## src/logic/elc_defs.svh

```systemverilog
// Offsets, field positions and reset values of the external link control block
`ifndef ELC_DEFS_SVH
`define ELC_DEFS_SVH

// Link count and configuration register indices
`define ELC_NLINK      8
`define ELC_CTRL_BASE  8'h80
`define ELC_CTRL_LAST  8'h87
`define ELC_FWD_BASE   8'hA0
`define ELC_FWD_LAST   8'hA7

// Link control and status fields
`define ELC_B_EN       31
`define ELC_B_FIVE     30
`define ELC_B_ERR      27
`define ELC_B_RXCR     26
`define ELC_B_TXCR     25
`define ELC_B_INIT     24
`define ELC_B_RXRST    23
`define ELC_SYM_HI     21
`define ELC_SYM_LO     11
`define ELC_TOK_HI     10
`define ELC_TOK_LO     0

// Static forwarding fields
`define ELC_B_FWD_EN   31
`define ELC_CE_HI      4
`define ELC_CE_LO      0

// Reset values
`define ELC_GAP_RST    11'h000
`define ELC_CE_RST     5'h00
`define ELC_WORD_RST   32'h0000_0000

`endif

```

## src/logic/elc_pkg.sv

```systemverilog
// Types shared by the external link control block
package elc_pkg;
  typedef logic [10:0] elc_gap_t;
  typedef logic [4:0]  elc_ce_t;
  typedef logic [31:0] elc_word_t;
  // Which register group an access hits
  typedef enum logic [1:0] {ELC_SEL_NONE, ELC_SEL_CTRL, ELC_SEL_FWD} elc_sel_e;
endpackage

```

## src/logic/elc_cfg_if.sv

```systemverilog
// Per-link carrier between the register file and one link unit
`timescale 1ns/1ps
`default_nettype none
interface elc_cfg_if;
  import elc_pkg::*;
  logic     en;
  logic     five;
  elc_gap_t sym_gap;
  elc_gap_t tok_gap;
  logic     init_cmd;
  logic     rxrst_cmd;
  logic     rd_clr;
  logic     err;
  logic     tx_credit;
  logic     rx_credit;
  modport ctl  (output en, five, sym_gap, tok_gap, init_cmd, rxrst_cmd, rd_clr,
                input  err, tx_credit, rx_credit);
  modport unit (input  en, five, sym_gap, tok_gap, init_cmd, rxrst_cmd, rd_clr,
                output err, tx_credit, rx_credit);
endinterface
`default_nettype wire

```

## src/logic/elc_link_unit.sv

```systemverilog
// One external link: error flag, credit state, commands and transmit pacing
`include "elc_defs.svh"
`timescale 1ns/1ps
`default_nettype none
module elc_link_unit
  import elc_pkg::*;
(
  // Clock and reset
  input  wire logic  mclk_i,
  input  wire logic  rstn_i,
  // Register side
  elc_cfg_if.unit    cfg,
  // Link datapath events
  input  wire logic  rx_overflow_i,
  input  wire logic  rx_bad_token_i,
  input  wire logic  credit_rcvd_i,
  input  wire logic  rx_credit_out_i,
  input  wire logic  tx_in_token_i,
  input  wire logic  tx_token_end_i,
  // Link datapath controls
  output logic       credit_req_o,
  output logic       rx_resync_o,
  output logic       tx_sym_step_o,
  output logic       tx_tok_ready_o
);
  logic     err_ff, txcr_ff, rxcr_ff;
  elc_gap_t sym_cnt_ff, tok_cnt_ff;
  logic [11:0] sym_nxt, tok_nxt;
  logic     err_ev, sym_hit, tok_hit;

  // Error events and pacing compares
  assign err_ev  = rx_overflow_i | rx_bad_token_i;
  assign sym_nxt = {1'b0, sym_cnt_ff} + 12'h001;
  assign tok_nxt = {1'b0, tok_cnt_ff} + 12'h001;
  assign sym_hit = sym_nxt >= {1'b0, cfg.sym_gap};
  assign tok_hit = tok_nxt >= {1'b0, cfg.tok_gap};
  assign cfg.err       = err_ff;
  assign cfg.tx_credit = txcr_ff;
  assign cfg.rx_credit = rxcr_ff;

  // Sticky error; a new event beats the clear on read
  always_ff @(posedge mclk_i or negedge rstn_i) begin
    if (!rstn_i) err_ff <= 1'b0;
    else if (err_ev) err_ff <= 1'b1;
    else if (cfg.rd_clr) err_ff <= 1'b0;
  end

  // Credit state; credit that lands with the init strobe, a cycle after the init write, is kept
  always_ff @(posedge mclk_i or negedge rstn_i) begin
    if (!rstn_i) begin
      txcr_ff <= 1'b0;
      rxcr_ff <= 1'b0;
    end else begin
      rxcr_ff <= rx_credit_out_i;
      if (credit_rcvd_i) txcr_ff <= 1'b1;
      else if (cfg.init_cmd) txcr_ff <= 1'b0;
    end
  end

  // One-shot commands toward the link datapath
  always_ff @(posedge mclk_i or negedge rstn_i) begin
    if (!rstn_i) begin
      credit_req_o <= 1'b0;
      rx_resync_o  <= 1'b0;
    end else begin
      credit_req_o <= cfg.init_cmd;
      rx_resync_o  <= cfg.rxrst_cmd;
    end
  end

  // Symbol spacing: one step per gap cycles, at most every cycle
  always_ff @(posedge mclk_i or negedge rstn_i) begin
    if (!rstn_i) begin
      sym_cnt_ff    <= `ELC_GAP_RST;
      tx_sym_step_o <= 1'b0;
    end else if (!(cfg.en && tx_in_token_i)) begin
      sym_cnt_ff    <= `ELC_GAP_RST;
      tx_sym_step_o <= 1'b0;
    end else begin
      sym_cnt_ff    <= sym_hit ? `ELC_GAP_RST : sym_nxt[10:0];
      tx_sym_step_o <= sym_hit;
    end
  end

  // Token spacing: ready falls at token end and returns after the gap
  always_ff @(posedge mclk_i or negedge rstn_i) begin
    if (!rstn_i) begin
      tok_cnt_ff     <= `ELC_GAP_RST;
      tx_tok_ready_o <= 1'b0;
    end else if (!cfg.en || tx_token_end_i) begin
      tok_cnt_ff     <= `ELC_GAP_RST;
      tx_tok_ready_o <= 1'b0;
    end else if (!tx_tok_ready_o) begin
      tok_cnt_ff     <= tok_hit ? tok_cnt_ff : tok_nxt[10:0];
      tx_tok_ready_o <= tok_hit;
    end
  end
endmodule // elc_link_unit
`default_nettype wire

```

## src/logic/elc_link_ctrl.sv

```systemverilog
// Register file and per-link control for the eight external links
// What this block does
// Eight link control/status registers at indices 0x80 through 0x87.
// Bit 31 enables the link and selects owner of shared ports.
// Bit 30 selects two-wire (0) or five-wire (1) signalling.
// Error bit 27 sets on receive overflow or illegal token.
// Reading the control register clears the error bit.
// Bit 26 reads one while credit is granted to the remote end.
// Bit 25 reads one while this end holds transmit credit.
// Writing bit 24 clears transmit credit and sends a credit request.
// Remote end answers a credit request by sending credit back.
// Writing bit 23 resynchronises the receiver to a token start.
// Bits 21:11 give system clocks between transitions within a token.
// Bits 10:0 give system clocks between consecutive tokens.
// Eight static forwarding registers at indices 0xA0 through 0xA7.
// Static enable sends every received packet to the set channel end.
// Bits 4:0 select the local channel end for static traffic.
// All control fields and status bits reset to zero.
// Reserved bits read zero and ignore writes.
// Self-clearing command bits read zero and act once per write.
`include "elc_defs.svh"
`timescale 1ns/1ps
`default_nettype none
module elc_link_ctrl
  import elc_pkg::*;
(
  // Clock and reset
  input  wire logic        mclk_i,
  input  wire logic        rstn_i,
  // Configuration access
  input  wire logic        cfg_req_i,
  input  wire logic        cfg_wr_i,
  input  wire logic [7:0]  cfg_addr_i,
  input  wire logic [31:0] cfg_wdata_i,
  output logic             cfg_ack_o,
  output logic [31:0]      cfg_rdata_o,
  // Link datapath events, one bit per link
  input  wire logic [7:0]  rx_overflow_i,
  input  wire logic [7:0]  rx_bad_token_i,
  input  wire logic [7:0]  credit_rcvd_i,
  input  wire logic [7:0]  rx_credit_out_i,
  input  wire logic [7:0]  tx_in_token_i,
  input  wire logic [7:0]  tx_token_end_i,
  // Routed destination offered by the router, per link
  input  wire logic [39:0] route_chanend_i,
  // Link mode and commands, one bit per link
  output logic [7:0]       link_en_o,
  output logic [7:0]       five_wire_o,
  output logic [7:0]       credit_req_o,
  output logic [7:0]       rx_resync_o,
  output logic [7:0]       tx_sym_step_o,
  output logic [7:0]       tx_tok_ready_o,
  // Delivery of received packets, per link
  output logic [7:0]       fwd_static_o,
  output logic [39:0]      fwd_chanend_o
);

  // Link control fields
  logic [7:0] en_ff;
  logic [7:0] five_ff;
  elc_gap_t   sym_gap_ff [`ELC_NLINK];
  elc_gap_t   tok_gap_ff [`ELC_NLINK];

  // One-cycle command strobes, never visible on a read
  logic [7:0] init_ff;
  logic [7:0] rxrst_ff;

  // Static forwarding fields
  logic [7:0] sfwd_ff;
  elc_ce_t    sce_ff [`ELC_NLINK];

  // Read response
  logic       ack_ff;
  elc_word_t  rdata_ff;

  // Per-link read words and unit status
  elc_word_t  ctrl_word [`ELC_NLINK];
  elc_word_t  fwd_word  [`ELC_NLINK];
  logic [7:0] err_st;
  logic [7:0] txcr_st;
  logic [7:0] rxcr_st;

  // Access decode
  elc_sel_e   sel;
  logic [2:0] idx;
  logic       wr_ctrl;
  logic       wr_fwd;
  logic       rd_ctrl;
  logic [7:0] idx_hot;
  elc_word_t  rd_word;

  // Group decode; anything outside both groups answers zero
  assign sel = (cfg_addr_i >= `ELC_CTRL_BASE && cfg_addr_i <= `ELC_CTRL_LAST) ?
               ELC_SEL_CTRL :
               (cfg_addr_i >= `ELC_FWD_BASE && cfg_addr_i <= `ELC_FWD_LAST) ?
               ELC_SEL_FWD : ELC_SEL_NONE;
  assign idx     = cfg_addr_i[2:0];
  assign idx_hot = 8'h01 << idx;
  assign wr_ctrl = cfg_req_i && cfg_wr_i && (sel == ELC_SEL_CTRL);
  assign wr_fwd  = cfg_req_i && cfg_wr_i && (sel == ELC_SEL_FWD);
  assign rd_ctrl = cfg_req_i && !cfg_wr_i && (sel == ELC_SEL_CTRL);

  // Read selection; the old error value is returned as it is cleared
  assign rd_word = (sel == ELC_SEL_CTRL) ? ctrl_word[idx] :
                   (sel == ELC_SEL_FWD)  ? fwd_word[idx]  : `ELC_WORD_RST;

  // Outputs taken straight from the control flops
  assign link_en_o    = en_ff;
  assign five_wire_o  = five_ff;
  assign fwd_static_o = sfwd_ff;
  assign cfg_ack_o    = ack_ff;
  assign cfg_rdata_o  = rdata_ff;

  // Enable and width bits
  always_ff @(posedge mclk_i or negedge rstn_i) begin
    if (!rstn_i) begin
      en_ff   <= 8'h00;
      five_ff <= 8'h00;
    end else if (wr_ctrl) begin
      en_ff[idx]   <= cfg_wdata_i[`ELC_B_EN];
      five_ff[idx] <= cfg_wdata_i[`ELC_B_FIVE];
    end
  end

  // Command strobes last exactly one cycle per write of one
  always_ff @(posedge mclk_i or negedge rstn_i) begin
    if (!rstn_i) begin
      init_ff  <= 8'h00;
      rxrst_ff <= 8'h00;
    end else begin
      init_ff  <= (wr_ctrl && cfg_wdata_i[`ELC_B_INIT])  ? idx_hot : 8'h00;
      rxrst_ff <= (wr_ctrl && cfg_wdata_i[`ELC_B_RXRST]) ? idx_hot : 8'h00;
    end
  end

  // Static enable bits
  always_ff @(posedge mclk_i or negedge rstn_i) begin
    if (!rstn_i) sfwd_ff <= 8'h00;
    else if (wr_fwd) sfwd_ff[idx] <= cfg_wdata_i[`ELC_B_FWD_EN];
  end

  // Response register; every access is answered one cycle later
  always_ff @(posedge mclk_i or negedge rstn_i) begin
    if (!rstn_i) begin
      ack_ff   <= 1'b0;
      rdata_ff <= `ELC_WORD_RST;
    end else begin
      ack_ff   <= cfg_req_i;
      rdata_ff <= (cfg_req_i && !cfg_wr_i) ? rd_word : `ELC_WORD_RST;
    end
  end

  // Per-link fields, read words and link units
  genvar g;
  generate
    for (g = 0; g < `ELC_NLINK; g++) begin : g_link
      elc_cfg_if lnk ();

      // Spacing fields and channel end of this link
      always_ff @(posedge mclk_i or negedge rstn_i) begin
        if (!rstn_i) begin
          sym_gap_ff[g] <= `ELC_GAP_RST;
          tok_gap_ff[g] <= `ELC_GAP_RST;
          sce_ff[g]     <= `ELC_CE_RST;
        end else begin
          if (wr_ctrl && idx == 3'(g)) begin
            sym_gap_ff[g] <= cfg_wdata_i[`ELC_SYM_HI:`ELC_SYM_LO];
            tok_gap_ff[g] <= cfg_wdata_i[`ELC_TOK_HI:`ELC_TOK_LO];
          end
          if (wr_fwd && idx == 3'(g)) begin
            sce_ff[g] <= cfg_wdata_i[`ELC_CE_HI:`ELC_CE_LO];
          end
        end
      end

      // Delivery: static links bypass the router's choice
      always_ff @(posedge mclk_i or negedge rstn_i) begin
        if (!rstn_i) fwd_chanend_o[g*5 +: 5] <= `ELC_CE_RST;
        else fwd_chanend_o[g*5 +: 5] <= sfwd_ff[g] ? sce_ff[g] :
                                         route_chanend_i[g*5 +: 5];
      end

      // Control word: reserved and command bits stay zero
      always_comb begin
        ctrl_word[g]              = `ELC_WORD_RST;
        ctrl_word[g][`ELC_B_EN]   = en_ff[g];
        ctrl_word[g][`ELC_B_FIVE] = five_ff[g];
        ctrl_word[g][`ELC_B_ERR]  = err_st[g];
        ctrl_word[g][`ELC_B_RXCR] = rxcr_st[g];
        ctrl_word[g][`ELC_B_TXCR] = txcr_st[g];
        ctrl_word[g][`ELC_SYM_HI:`ELC_SYM_LO] = sym_gap_ff[g];
        ctrl_word[g][`ELC_TOK_HI:`ELC_TOK_LO] = tok_gap_ff[g];
      end

      // Static word
      always_comb begin
        fwd_word[g]                         = `ELC_WORD_RST;
        fwd_word[g][`ELC_B_FWD_EN]          = sfwd_ff[g];
        fwd_word[g][`ELC_CE_HI:`ELC_CE_LO]  = sce_ff[g];
      end

      // Carrier toward the unit
      assign lnk.en        = en_ff[g];
      assign lnk.five      = five_ff[g];
      assign lnk.sym_gap   = sym_gap_ff[g];
      assign lnk.tok_gap   = tok_gap_ff[g];
      assign lnk.init_cmd  = init_ff[g];
      assign lnk.rxrst_cmd = rxrst_ff[g];
      assign lnk.rd_clr    = rd_ctrl && idx == 3'(g);
      assign err_st[g]     = lnk.err;
      assign txcr_st[g]    = lnk.tx_credit;
      assign rxcr_st[g]    = lnk.rx_credit;

      elc_link_unit u_unit (
        .mclk_i          (mclk_i),
        .rstn_i          (rstn_i),
        .cfg             (lnk.unit),
        .rx_overflow_i   (rx_overflow_i[g]),
        .rx_bad_token_i  (rx_bad_token_i[g]),
        .credit_rcvd_i   (credit_rcvd_i[g]),
        .rx_credit_out_i (rx_credit_out_i[g]),
        .tx_in_token_i   (tx_in_token_i[g]),
        .tx_token_end_i  (tx_token_end_i[g]),
        .credit_req_o    (credit_req_o[g]),
        .rx_resync_o     (rx_resync_o[g]),
        .tx_sym_step_o   (tx_sym_step_o[g]),
        .tx_tok_ready_o  (tx_tok_ready_o[g])
      );
    end
  endgenerate
endmodule // elc_link_ctrl
`default_nettype wire

```

## config.mk

```make
export PLATFORM = sky130hd
export DESIGN_NAME = elc_link_ctrl
export DESIGN_NICKNAME = d
export VERILOG_FILES = /design/src/logic/elc_pkg.sv /design/src/logic/elc_cfg_if.sv /design/src/logic/elc_link_unit.sv /design/src/logic/elc_link_ctrl.sv
export VERILOG_INCLUDE_DIRS = /design/src /design/src/logic
export SDC_FILE = /design/constraint.sdc
export NUM_CORES = 1
export LEC_CHECK = 0
export ABC_AREA = 1
export ABC_CLOCK_PERIOD_IN_PS = 2100
export BUFFER_PORTS_ARGS = -buffer_cell sky130_fd_sc_hd__buf_2
export CAP_MARGIN = 20
export CORE_MARGIN = 10
export CORE_UTILIZATION = 46
export CTS_BUF_LIST = sky130_fd_sc_hd__clkbuf_4 sky130_fd_sc_hd__clkbuf_8 sky130_fd_sc_hd__clkbuf_16
export DETAILED_ROUTE_END_ITERATION = 8
export GPL_ROUTABILITY_DRIVEN = 0
export PLACE_DENSITY_LB_ADDON = 0.12
export SLEW_MARGIN = 25
export SYNTH_ARGS = -nofsm -noshare
export SYNTH_HDL_FRONTEND = slang
export SYNTH_SLANG_ARGS = --single-unit
```

## constraint.sdc

```tcl
create_clock -name mclk_i -period 2.1 [get_ports mclk_i]
set_input_delay 0.105 -clock mclk_i [delete_from_list [all_inputs] [get_ports mclk_i]]
set_output_delay 0.105 -clock mclk_i [all_outputs]
set_load 0.01 [all_outputs]
```

==> results of run 1 <==
-- critical path: cells and delay by family, from the launching register on --
kind / cells / cell delay (ns)
flip-flops: 1 / 0.40
buffers and inverters: 5 / 0.58
adder cells (fa/ha/maj): 2 / 0.39
XOR/XNOR: 1 / 0.15
AND/OR/NAND/NOR: 7 / 0.60
AO/OA/AOI/OAI: 2 / 0.17
-- Yosys cell counts, types with 2 or more instances --
| cell type | count |
|---|---|
| nand3_1 | 174 |
| o21ai_1 | 87 |
| o21a_1 | 13 |
| o221ai_1 | 5 |
| buf_4 | 69 |
| o2111ai_1 | 27 |
| o21bai_1 | 25 |
| inv_1 | 415 |
| a21oi_1 | 63 |
| inv_2 | 6 |
| xor2_1 | 82 |
| o22ai_1 | 58 |
| nand4_1 | 107 |
| or2_2 | 3 |
| mux2_2 | 10 |
| clkbuf_1 | 79 |
| xnor2_1 | 42 |
| a21boi_0 | 8 |
| nor2_1 | 334 |
| o21ai_0 | 197 |
| a211o_1 | 8 |
| a221oi_1 | 8 |
| buf_1 | 10 |
| dfrtp_1 | 556 |
| clkinv_1 | 2 |
| ha_1 | 192 |
| a211oi_2 | 5 |
| o31ai_1 | 2 |
| o211ai_1 | 10 |
| a21o_1 | 6 |
| nand3b_1 | 16 |
| a31oi_1 | 6 |
| nor2_2 | 20 |
| buf_2 | 53 |
| a211oi_1 | 8 |
| nor3_1 | 6 |
| nand2_1 | 907 |
-- layout make-up --
cell class / instances / share of cell area
multi-input combinational: 2442 / 0.380
sequential: 556 / 0.336
timing repair buffer: 876 / 0.164
clock buffer: 97 / 0.0481
inverter: 423 / 0.0387
tap: 855 / 0.0258
clock inverter: 21 / 0.00683
antenna: 1 / 0.0000604
-- sequential cells by signal, summed over array words and instances (netlist names) --
register                      cells
five_wire_o                       8
init_ff                           8
g_link.u_unit.sym_cnt_ff         88
fwd_static_o                      8
g_link.u_unit.cfg.rx_credit       8
link_en_o                         8
g_link.u_unit.tx_tok_ready_o      8
rxrst_ff                          8
cfg_ack_o                         1
cfg_rdata_o                      27
g_link.u_unit.tok_cnt_ff         88
g_link.u_unit.cfg.tx_credit       8
g_link.u_unit.rx_resync_o         8
fwd_word                         40
g_link.u_unit.tx_sym_step_o       8
g_link.lnk.tok_gap               88
g_link.lnk.sym_gap               88
g_link.u_unit.credit_req_o        8
g_link.u_unit.cfg.err             8
fwd_chanend_o                    40
-- report_power, final --
group	internal, mW	switching, mW	leakage [nW]	total (mW)
Clock	7.24	4.73	1.14	12.0
Sequential	10.9	0.139	7.55	11.0
Combinational	1.27	1.95	11.9	3.23
Total	19.4	6.83	20.6	26.2
-- what timing repair did --
| action | 4_1_cts | 5_1_grt |
|---|---|---|
| endpoints found under the hold margin | 659 | 0 |
| endpoints found under the setup margin | 192 | 197 |
| gates cloned | 6 | 9 |
| setup buffers | 75 | 47 |
| hold buffers | 108 | 0 |
| pin swaps | 159 | 194 |
| gates resized for setup | 287 | 358 |
-- worst paths after layout --
path / startpoint / end / slack (ns)
setup / recovery: g_link[2].u_unit.sym_cnt_ff[0] / g_link[2].u_unit.tx_sym_step_o / -0.30
hold / removal: cfg_wdata_i[9] / g_link[2].lnk.tok_gap[9] / 0.02
setup reg to reg: g_link[2].u_unit.sym_cnt_ff[0] / g_link[2].u_unit.tx_sym_step_o / -0.30
hold reg to reg: rxrst_ff[2] / g_link[2].u_unit.rx_resync_o / 0.35
max in group asynchronous: rstn_i / g_link[6].lnk.tok_gap[8] / 1.20
min in group asynchronous: rstn_i / g_link[7].lnk.tok_gap[10] / 0.03
-- through the flow --
step	instance area [µm²]	hold WS [ns]	TNS (ns)
2_1_floorplan	30200	-0.191	-3.01
3_3_place_gp	34500	0.0618	-32.94
3_5_place_dp	34500	0.0615	-37.90
4_1_cts	39500	0.00166	-26.25
5_1_grt	41400	0.0372	-64.73
6_report	41400	0.0187	-34.49
-- per-layer routing --
layer,wire [µm],global-route usage,share of wire,up-vias
li1,-,-,-,13248
met1,42000,0.329,0.43,13100
met2,45600,0.402,0.47,819
met3,6550,0.0446,0.067,170
met4,3560,0.0953,0.036,0
met5,0,0,0,-
-- cells by family (layout without fill, tap and decap cells) --
family                   count (synthesis)  count (layout)  synth area share
adder cells (fa/ha/maj)                192             192            0.0802
AND/OR/NAND/NOR                       1573            1574             0.218
flip-flops                             556             556             0.465
AO/OA/AOI/OAI                          537             537             0.106
other                                    1               6          0.000125
buffers and inverters                  635            1417            0.0907
XOR/XNOR                               124             124            0.0363
multiplexers                            10              10           0.00376
==> impl_results.md, run 1 <==
* Status: complete, but fails checks
* Failing checks: setup timing
* WL/cell at 18.5 µm
* Commonest non-fill, non-tap cell in the layout: nand2_1
* Top FF cell, synth: dfrtp_1
* DR vias/cell at 5.19
* H-tree levels at 3
* Utilization after layout at 0.643
* # clock sinks at 556
* Ratio of cells with drive above 1 in the final layout at 0.316
* Fin crit period at 2.40 ns
* Area leader, netlist: dfrtp_1
* Mapped Cells at 3628
* Async S/R FF share, synth at 1.00
* Placed insts at 4911
* First-pass GRT wire length at 148000 µm
* WP data arrival at 2.90 ns
* Post-DP HPWL at 67400 µm
* CP required at 2.60 ns
* Yosys top cell area share at 0.465
* GRT Total Usage at 0.249
* Via count at 27337
* CP cell instances: ha_2, nand2_2, nor2_4, buf_4, buf_4, xnor2_2, inv_1, ha_1, a21oi_2, o21ai_1, nor2_1, nor2_1, nor2_1, nand3_2, buf_6, nand2_1, inv_1
* Final wirelength at 97700 µm
* Largest net degree at the start of global routing at 77
* Worst r2r path cells at 17
* Clock-pin slew on the worst setup and hold paths at 0.06 ns
* Synthesized cell area at 29900 µm²
* CTS tree: done
* Syn Area/Cell at 8.25 µm²
* Max Cap Viol at 0
* Final worst-path cycle share at 1.14
* Seq/Total Area, Yosys at 0.465
* Antenna-violating nets left at 0
* Fin nets at 4690
* Post-synth EDFFs at 0
* Cell mode on critical path: nor2_1
* GRT overflow at 0
* Crit-path max FO at 6
* RSZ-0062 raised after global routing: true
* Max incr delay on CP at 0.40 ns
* Clock Latency Late Sink at 0.62 ns
* Die width at 275 µm
* TritonCTS Buffers at 67
* Worst-margin pin slew at 0.802 ns
* Initial antenna violation count at 0
* Power Density at 633 nW/µm²
* #FFs+latches synth at 556
* Fillers at 5385
* # IOs at 261
* Critical Path Start Type: register
* Hold depth at 3
* Crit. End Element: register
* Synth cell types at 46
* Post-place setup slack at -0.368 ns
* Slowest stage cell on the critical path: dfrtp_1
* DIE AREA at 75700 µm²
* WS Path Type: reg2reg
* Area contributors post-synth: dfrtp_1 (46%), nand2_1 (11%), ha_1 (8.0%)
* Synth warn at 0
* Leakage at 20.6 nW
* Pre-Repair DR Iteration Count at 7
* Final non-filler cell total at 5271
* Vias in the first global route at 26383
* Final Hold Viols at 0
* Synthesis-to-finish area growth at 38.4%
* Storage cell area at 13900 µm²
* Die Ht at 275 µm
* Rel. slew slack at 0.465
* Clock root buffer: clkbuf_16
* Max Freq at 0.417 GHz
* Most frequent cells in the layout: nand2_1 (829), dfrtp_1 (553), buf_4 (433), inv_1 (393), buf_2 (248)
* Hold Crit Class: in2reg
* Core Region at 64500 µm²
* Final Skew at 0.0259 ns
* Deepest clock path buffer count at 3
* Rows at 93
* DR iter-0 viols at 1902
* Post-layout total power at 26.2 mW
* Initial Util at 0.464
* Worst setup margin at -0.295 ns
* IO Port Bufs at 249
* Multi-input gate area at 15800 µm²
* Final Setup Violations at 190
* DRC Markers at 0
* Peak VDD IR at 715 µV
* Final Max Slew Viols at 0
No activity file was read; power rests on OpenSTA's default activity.
==> inputs of run 2 (changes only) <==
Settings changed: CORE_MARGIN 10 to 3, REMOVE_ABC_BUFFERS set to 1.
==> impl_results.md, run 2 (synthesized netlist as in run 1, its figures left out) <==
* Status: complete, but fails checks
* Failing checks: setup timing
* Worst flop-to-flop path endpoint: g_link[7].u_unit.sym_cnt_ff[3]
* CTS tree: done
* Post-layout total power at 26.4 mW
* Peak VDD IR at 569 µV
* Worst-margin pin slew at 0.843 ns
* R2r setup slk at -0.28 ns
* Final Setup Violations at 191
* WP data arrival at 2.90 ns
* Final Hold Viols at 0
* IO Port Bufs at 249
* Crit-path max FO at 6
* Final worst-path cycle share at 1.13
* Most frequent cells in the layout: nand2_1 (826), dfrtp_1 (551), buf_4 (458), inv_1 (391), buf_2 (248)
* Max Cap Viol at 0
* WHS Endpoint: fwd_word[99]
* First-pass GRT wire length at 147000 µm
* Hold Crit Class: in2reg
* # clock sinks at 556
* Worst setup margin at -0.281 ns
* Core Region at 63800 µm²
* Die width at 261 µm
* RR Startpoint: g_link[7].u_unit.sym_cnt_ff[1]
* GRT Total Usage at 0.274
* DIE AREA at 68200 µm²
* Pre-Repair DR Iteration Count at 7
* Slowest stage cell on the critical path: dfrtp_1
* HP Start: cfg_wdata_i[3]
* Largest net degree at the start of global routing at 71
* WS Path Type: reg2reg
* Final Max Slew Viols at 0
* Ratio of cells with drive above 1 in the final layout at 0.329
* WL/cell at 18.1 µm
* Clock-pin slew on the worst setup and hold paths at 0.06 ns
* Synthesis-to-finish area growth at 40.3%
* Worst r2r path cells at 15
* Hold depth at 4
* DR vias/cell at 5.21
* CP required at 2.62 ns
* Deepest clock path buffer count at 3
* Fin crit period at 2.38 ns
* Max incr delay on CP at 0.35 ns
* Final Skew at 0.0207 ns
* # IOs at 261
* Final wirelength at 95600 µm
* Initial antenna violation count at 4
* Clock Latency Late Sink at 0.60 ns
* Clock root buffer: clkbuf_16
* Final non-filler cell total at 5291
* GRT overflow at 0
* DR iter-0 viols at 2174
* RSZ-0062 raised after global routing: true
* Power Density at 629 nW/µm²
* Crit. End Element: register
* WHS at 0.0235 ns
* Buf+Inv Stages, Crit Path at 2
* CP cell instances: ha_2, nand2_2, nor2_4, nand4_1, or2_4, and2_4, ha_4, inv_2, nor2_1, nor3b_1, nand2_1, nor2_2, nand2_2, buf_6, nor2_2
* Max Freq at 0.420 GHz
* Antenna-violating nets left at 0
* Placed insts at 4914
* Critical Path Start Type: register
* TritonCTS Buffers at 67
* Vias in the first global route at 27035
* DRC Markers at 0
* Commonest non-fill, non-tap cell in the layout: nand2_1
* Rel. slew slack at 0.437
* Setup tns final at -32.03 ns
* Fin nets at 4722
* Initial Util at 0.469
* Via count at 27541
* H-tree levels at 3
* Die Ht at 261 µm
* Post-DP HPWL at 64600 µm
* CP top delay family: simple AND/OR/NAND/NOR gates
* Leakage at 20.9 nW
* Rows at 92
==> run 2: worst register-to-register path: stages (launching register included) <==
cell and delay [ns]:
dfrtp_1 0.35, ha_2 0.19, nand2_2 0.08, nor2_4 0.09
nand4_1 0.13, or2_4 0.26, and2_4 0.15, ha_4 0.24
inv_2 0.04, nor2_1 0.04, nor3b_1 0.19, nand2_1 0.09
nor2_2 0.14, nand2_2 0.09, buf_6 0.14, nor2_2 0.09
==> run 2: stage by stage <==
step	setup WS, ns	instance area, µm²	utilization
finish	-0.281	42000	0.659
global route	-0.449	42000	0.659
CTS	-0.322	40300	0.633
detailed placement	-0.387	34500	0.540
global placement	-0.316	34500	0.540
floorplan	-0.389	28800	-
==> run 2: where the power goes <==
part	switching [mW]	internal (mW)	total, mW
clock network	4.65	7.56	12.2
registers	0.134	10.9	11.0
logic	1.93	1.26	3.19
==> run 2: worst max path at each step <==
stage	startpoint	cells past startpoint	to
floorplan	cfg_addr_i[1]	4	five_wire_o[7]
global route	g_link[7].u_unit.sym_cnt_ff[1]	15	g_link[7].u_unit.sym_cnt_ff[1]
global placement	g_link[7].u_unit.sym_cnt_ff[0]	15	g_link[7].u_unit.sym_cnt_ff[3]
finish	g_link[7].u_unit.sym_cnt_ff[1]	15	g_link[7].u_unit.sym_cnt_ff[3]
detailed placement	g_link[7].u_unit.sym_cnt_ff[0]	16	g_link[7].u_unit.sym_cnt_ff[3]
CTS	g_link[7].u_unit.sym_cnt_ff[5]	17	g_link[7].u_unit.sym_cnt_ff[4]
==> run 2: layout make-up <==
| cell class | count | area [µm²] |
|---|---|---|
| diodes | 4 | 10.0 |
| clock buffers | 89 | 1970 |
| clock inverters | 23 | 328 |
| fillers | 5172 | 21800 |
| inverters | 423 | 1610 |
| multi-input cells | 2442 | 16000 |
| flip-flops and latches | 556 | 13900 |
| well taps | 846 | 1060 |
| repair buffers | 908 | 7100 |
==> run 2: metal layers <==
metal,routed length (µm),share of wire,vias up,track usage
li1,-,-,13280,-
met2,47200,0.49,740,0.468
met1,41000,0.43,13337,0.365
met4,2750,0.029,0,0.0801
met3,4700,0.049,184,0.0363
met5,0,0,-,0
==> run 2: what timing repair did <==
item	CTS	global route
resized for setup	394	338
endpoints found under the hold margin	699	0
setup endpoints to repair	192	192
cloned	8	2
buffers inserted	110	32
pin swaps	257	239
hold buffers	113	0
==> inputs of run 3 (changes only) <==
Settings changed: ABC_CLOCK_PERIOD_IN_PS 2100 to 2610.
Clock period 2.1 ns to 2.61 ns, I/O delays scaled along.
==> impl_results.md, run 3 (synthesized netlist as in run 1, its figures left out) <==
* Final worst-path cycle share at 0.937
* Final wirelength at 86200 µm
* Clock-pin slew on the worst setup and hold paths at 0.06 ns
* Crit. End Element: register
* Worst r2r path cells at 15
* CP cell instances: buf_4, inv_1, nor2_2, nand2_1, nor2_2, xor2_1, ha_1, a21oi_1, nor2_1, nor3b_2, nand2_1, nor2_2, nand2_1, buf_6, nor2_1
* Storage cell area at 13900 µm²
* Worst-margin pin slew at 0.907 ns
* Deepest clock path buffer count at 3
* Core Region at 63800 µm²
* Met2 WL at 40700 µm
* GRT overflow at 0
* HP Start: cfg_addr_i[3]
* Final non-filler cell total at 4826
* R2r setup slk at 0.16 ns
* WHS Endpoint: cfg_rdata_o[2]
* CTS tree: done
* Max Cap Viol at 0
* WL/cell at 17.9 µm
* Post-layout total power at 20.7 mW
* Initial Util at 0.469
* Die Ht at 261 µm
* Critical Path Start Type: register
* CP top delay family: simple AND/OR/NAND/NOR gates
* Status: complete, no violations
* Commonest non-fill, non-tap cell in the layout: nand2_1
* Final Hold Viols at 0
* Crit-path max FO at 11
* CP required at 3.14 ns
* Max Freq at 0.409 GHz
* Fin crit period at 2.45 ns
* DRC Markers at 0
* DR top layer: met4
* Post-DP HPWL at 62000 µm
* WS Path Type: reg2reg
* Rel. slew slack at 0.395
* Most frequent cells in the layout: nand2_1 (886), dfrtp_1 (553), inv_1 (415), nor2_1 (308), buf_2 (248)
* WP data arrival at 2.97 ns
* RSZ-0062 raised after global routing: true
* DIE AREA at 68200 µm²
* GRT Total Usage at 0.255
* Synthesis-to-finish area growth at 18.9%
* H-tree levels at 3
* Hold depth at 5
* Peak VDD IR at 686 µV
* Hold Crit Class: in2reg
* Clock Latency Late Sink at 0.60 ns
* Leakage at 17.9 nW
* Largest net degree at the start of global routing at 104
* Antenna-violating nets left at 0
* Vias in the first global route at 24049
* Power Density at 580 nW/µm²
* DR iter-0 viols at 2007
* Final Setup Violations at 0
* Multi-input gate area at 13600 µm²
* Max incr delay on CP at 0.41 ns
* Initial antenna violation count at 2
* Ratio of cells with drive above 1 in the final layout at 0.141
* Buf+Inv Stages, Crit Path at 3
* Worst flop-to-flop path endpoint: g_link[7].u_unit.sym_cnt_ff[0]
* Rows at 92
* First-pass GRT wire length at 136000 µm
* TritonCTS Buffers at 66
* Routed length on met3 at 4150 µm
* # clock sinks at 556
* # IOs at 261
* Die width at 261 µm
* Clock root buffer: clkbuf_16
* Final Max Slew Viols at 0
* DR vias/cell at 5.18
* RR Startpoint: g_link[7].u_unit.sym_cnt_ff[0]
* Fin nets at 4253
* Pre-Repair DR Iteration Count at 5
* Final Skew at 0.0229 ns
* Fillers at 6002
* WHS at 0.0347 ns
* Via count at 24995
* DRT met1 WL at 38700 µm
* Slowest stage cell on the critical path: dfrtp_1
* IO Port Bufs at 249
* Placed insts at 4596
==> run 3: cell types whose count changed in the layout (fill, tap and decap cells not counted), sizes merged, moves of 2 or more <==
cell,before,now
clkinvlp,2,0
dlygate4sd3,113,103
diode,4,1
buf,794,335
clkbuf,90,100
nand2,909,911
==> run 3: cell type report <==
type,instances,share of cell area
multi-input combinational,2444,0.382
clock inverter,18,0.00788
timing repair buffer,438,0.0861
tap,846,0.0297
clock buffer,100,0.0584
antenna,1,0.0000703
sequential,556,0.391
inverter,423,0.0446
==> run 3: how the worst max path moves through the flow <==
stage	from	end	slack (ns)	cells after the start
floorplan	cfg_addr_i[1]	five_wire_o[7]	0.1	4
global placement	g_link[6].u_unit.sym_cnt_ff[0]	g_link[6].u_unit.sym_cnt_ff[10]	0.03	16
detailed placement	g_link[6].u_unit.sym_cnt_ff[0]	g_link[6].u_unit.sym_cnt_ff[2]	-0.03	16
CTS	g_link[4].u_unit.sym_cnt_ff[0]	g_link[4].u_unit.sym_cnt_ff[4]	0.03	14
global route	g_link[7].u_unit.sym_cnt_ff[0]	g_link[7].u_unit.sym_cnt_ff[2]	-0.03	15
finish	g_link[7].u_unit.sym_cnt_ff[0]	g_link[7].u_unit.sym_cnt_ff[0]	0.16	15
==> run 3: timing repair <==
| item | CTS | global route |
|---|---|---|
| resized for setup | 2 | 68 |
| setup buffers | 0 | 5 |
| pin swaps | 0 | 21 |
| hold buffers | 103 | 0 |
| cloned | 0 | 3 |
| hold endpoints to repair | 530 | 0 |
| endpoints found under the setup margin | 16 | 171 |
==> run 3: routing by layer <==
layer | up-vias | global-route usage
met5 | - | 0
met4 | 0 | 0.0822
met3 | 145 | 0.0392
met2 | 604 | 0.412
met1 | 11898 | 0.353
li1 | 12348 | -
==> run 3: stage by stage <==
step	utilization	instance area [µm²]	worst slack [ns]	setup TNS [ns]
CTS	0.554	35300	0.0291	0
detailed placement	0.500	31900	-0.0250	-0.131
finish	0.558	35600	0.164	0
global placement	0.500	31900	0.0301	0
global route	0.558	35600	-0.0342	-0.311
floorplan	-	28800	0.0958	0
==> run 3: report_power, final <==
part / switching [mW] / total, mW / internal [mW]
clock: 3.74 / 9.93 / 6.19
sequential: 0.109 / 8.88 / 8.77
combinational: 1.23 / 1.85 / 0.619
==> run 3: worst reg2reg max path, cell delays in order (launching register included) <==
cell,delay [ns]
dfrtp_1,0.41
buf_4,0.15
inv_1,0.06
nor2_2,0.13
nand2_1,0.13
nor2_2,0.12
xor2_1,0.23
ha_1,0.29
a21oi_1,0.15
nor2_1,0.07
nor3b_2,0.17
nand2_1,0.08
nor2_2,0.09
nand2_1,0.07
buf_6,0.15
nor2_1,0.09
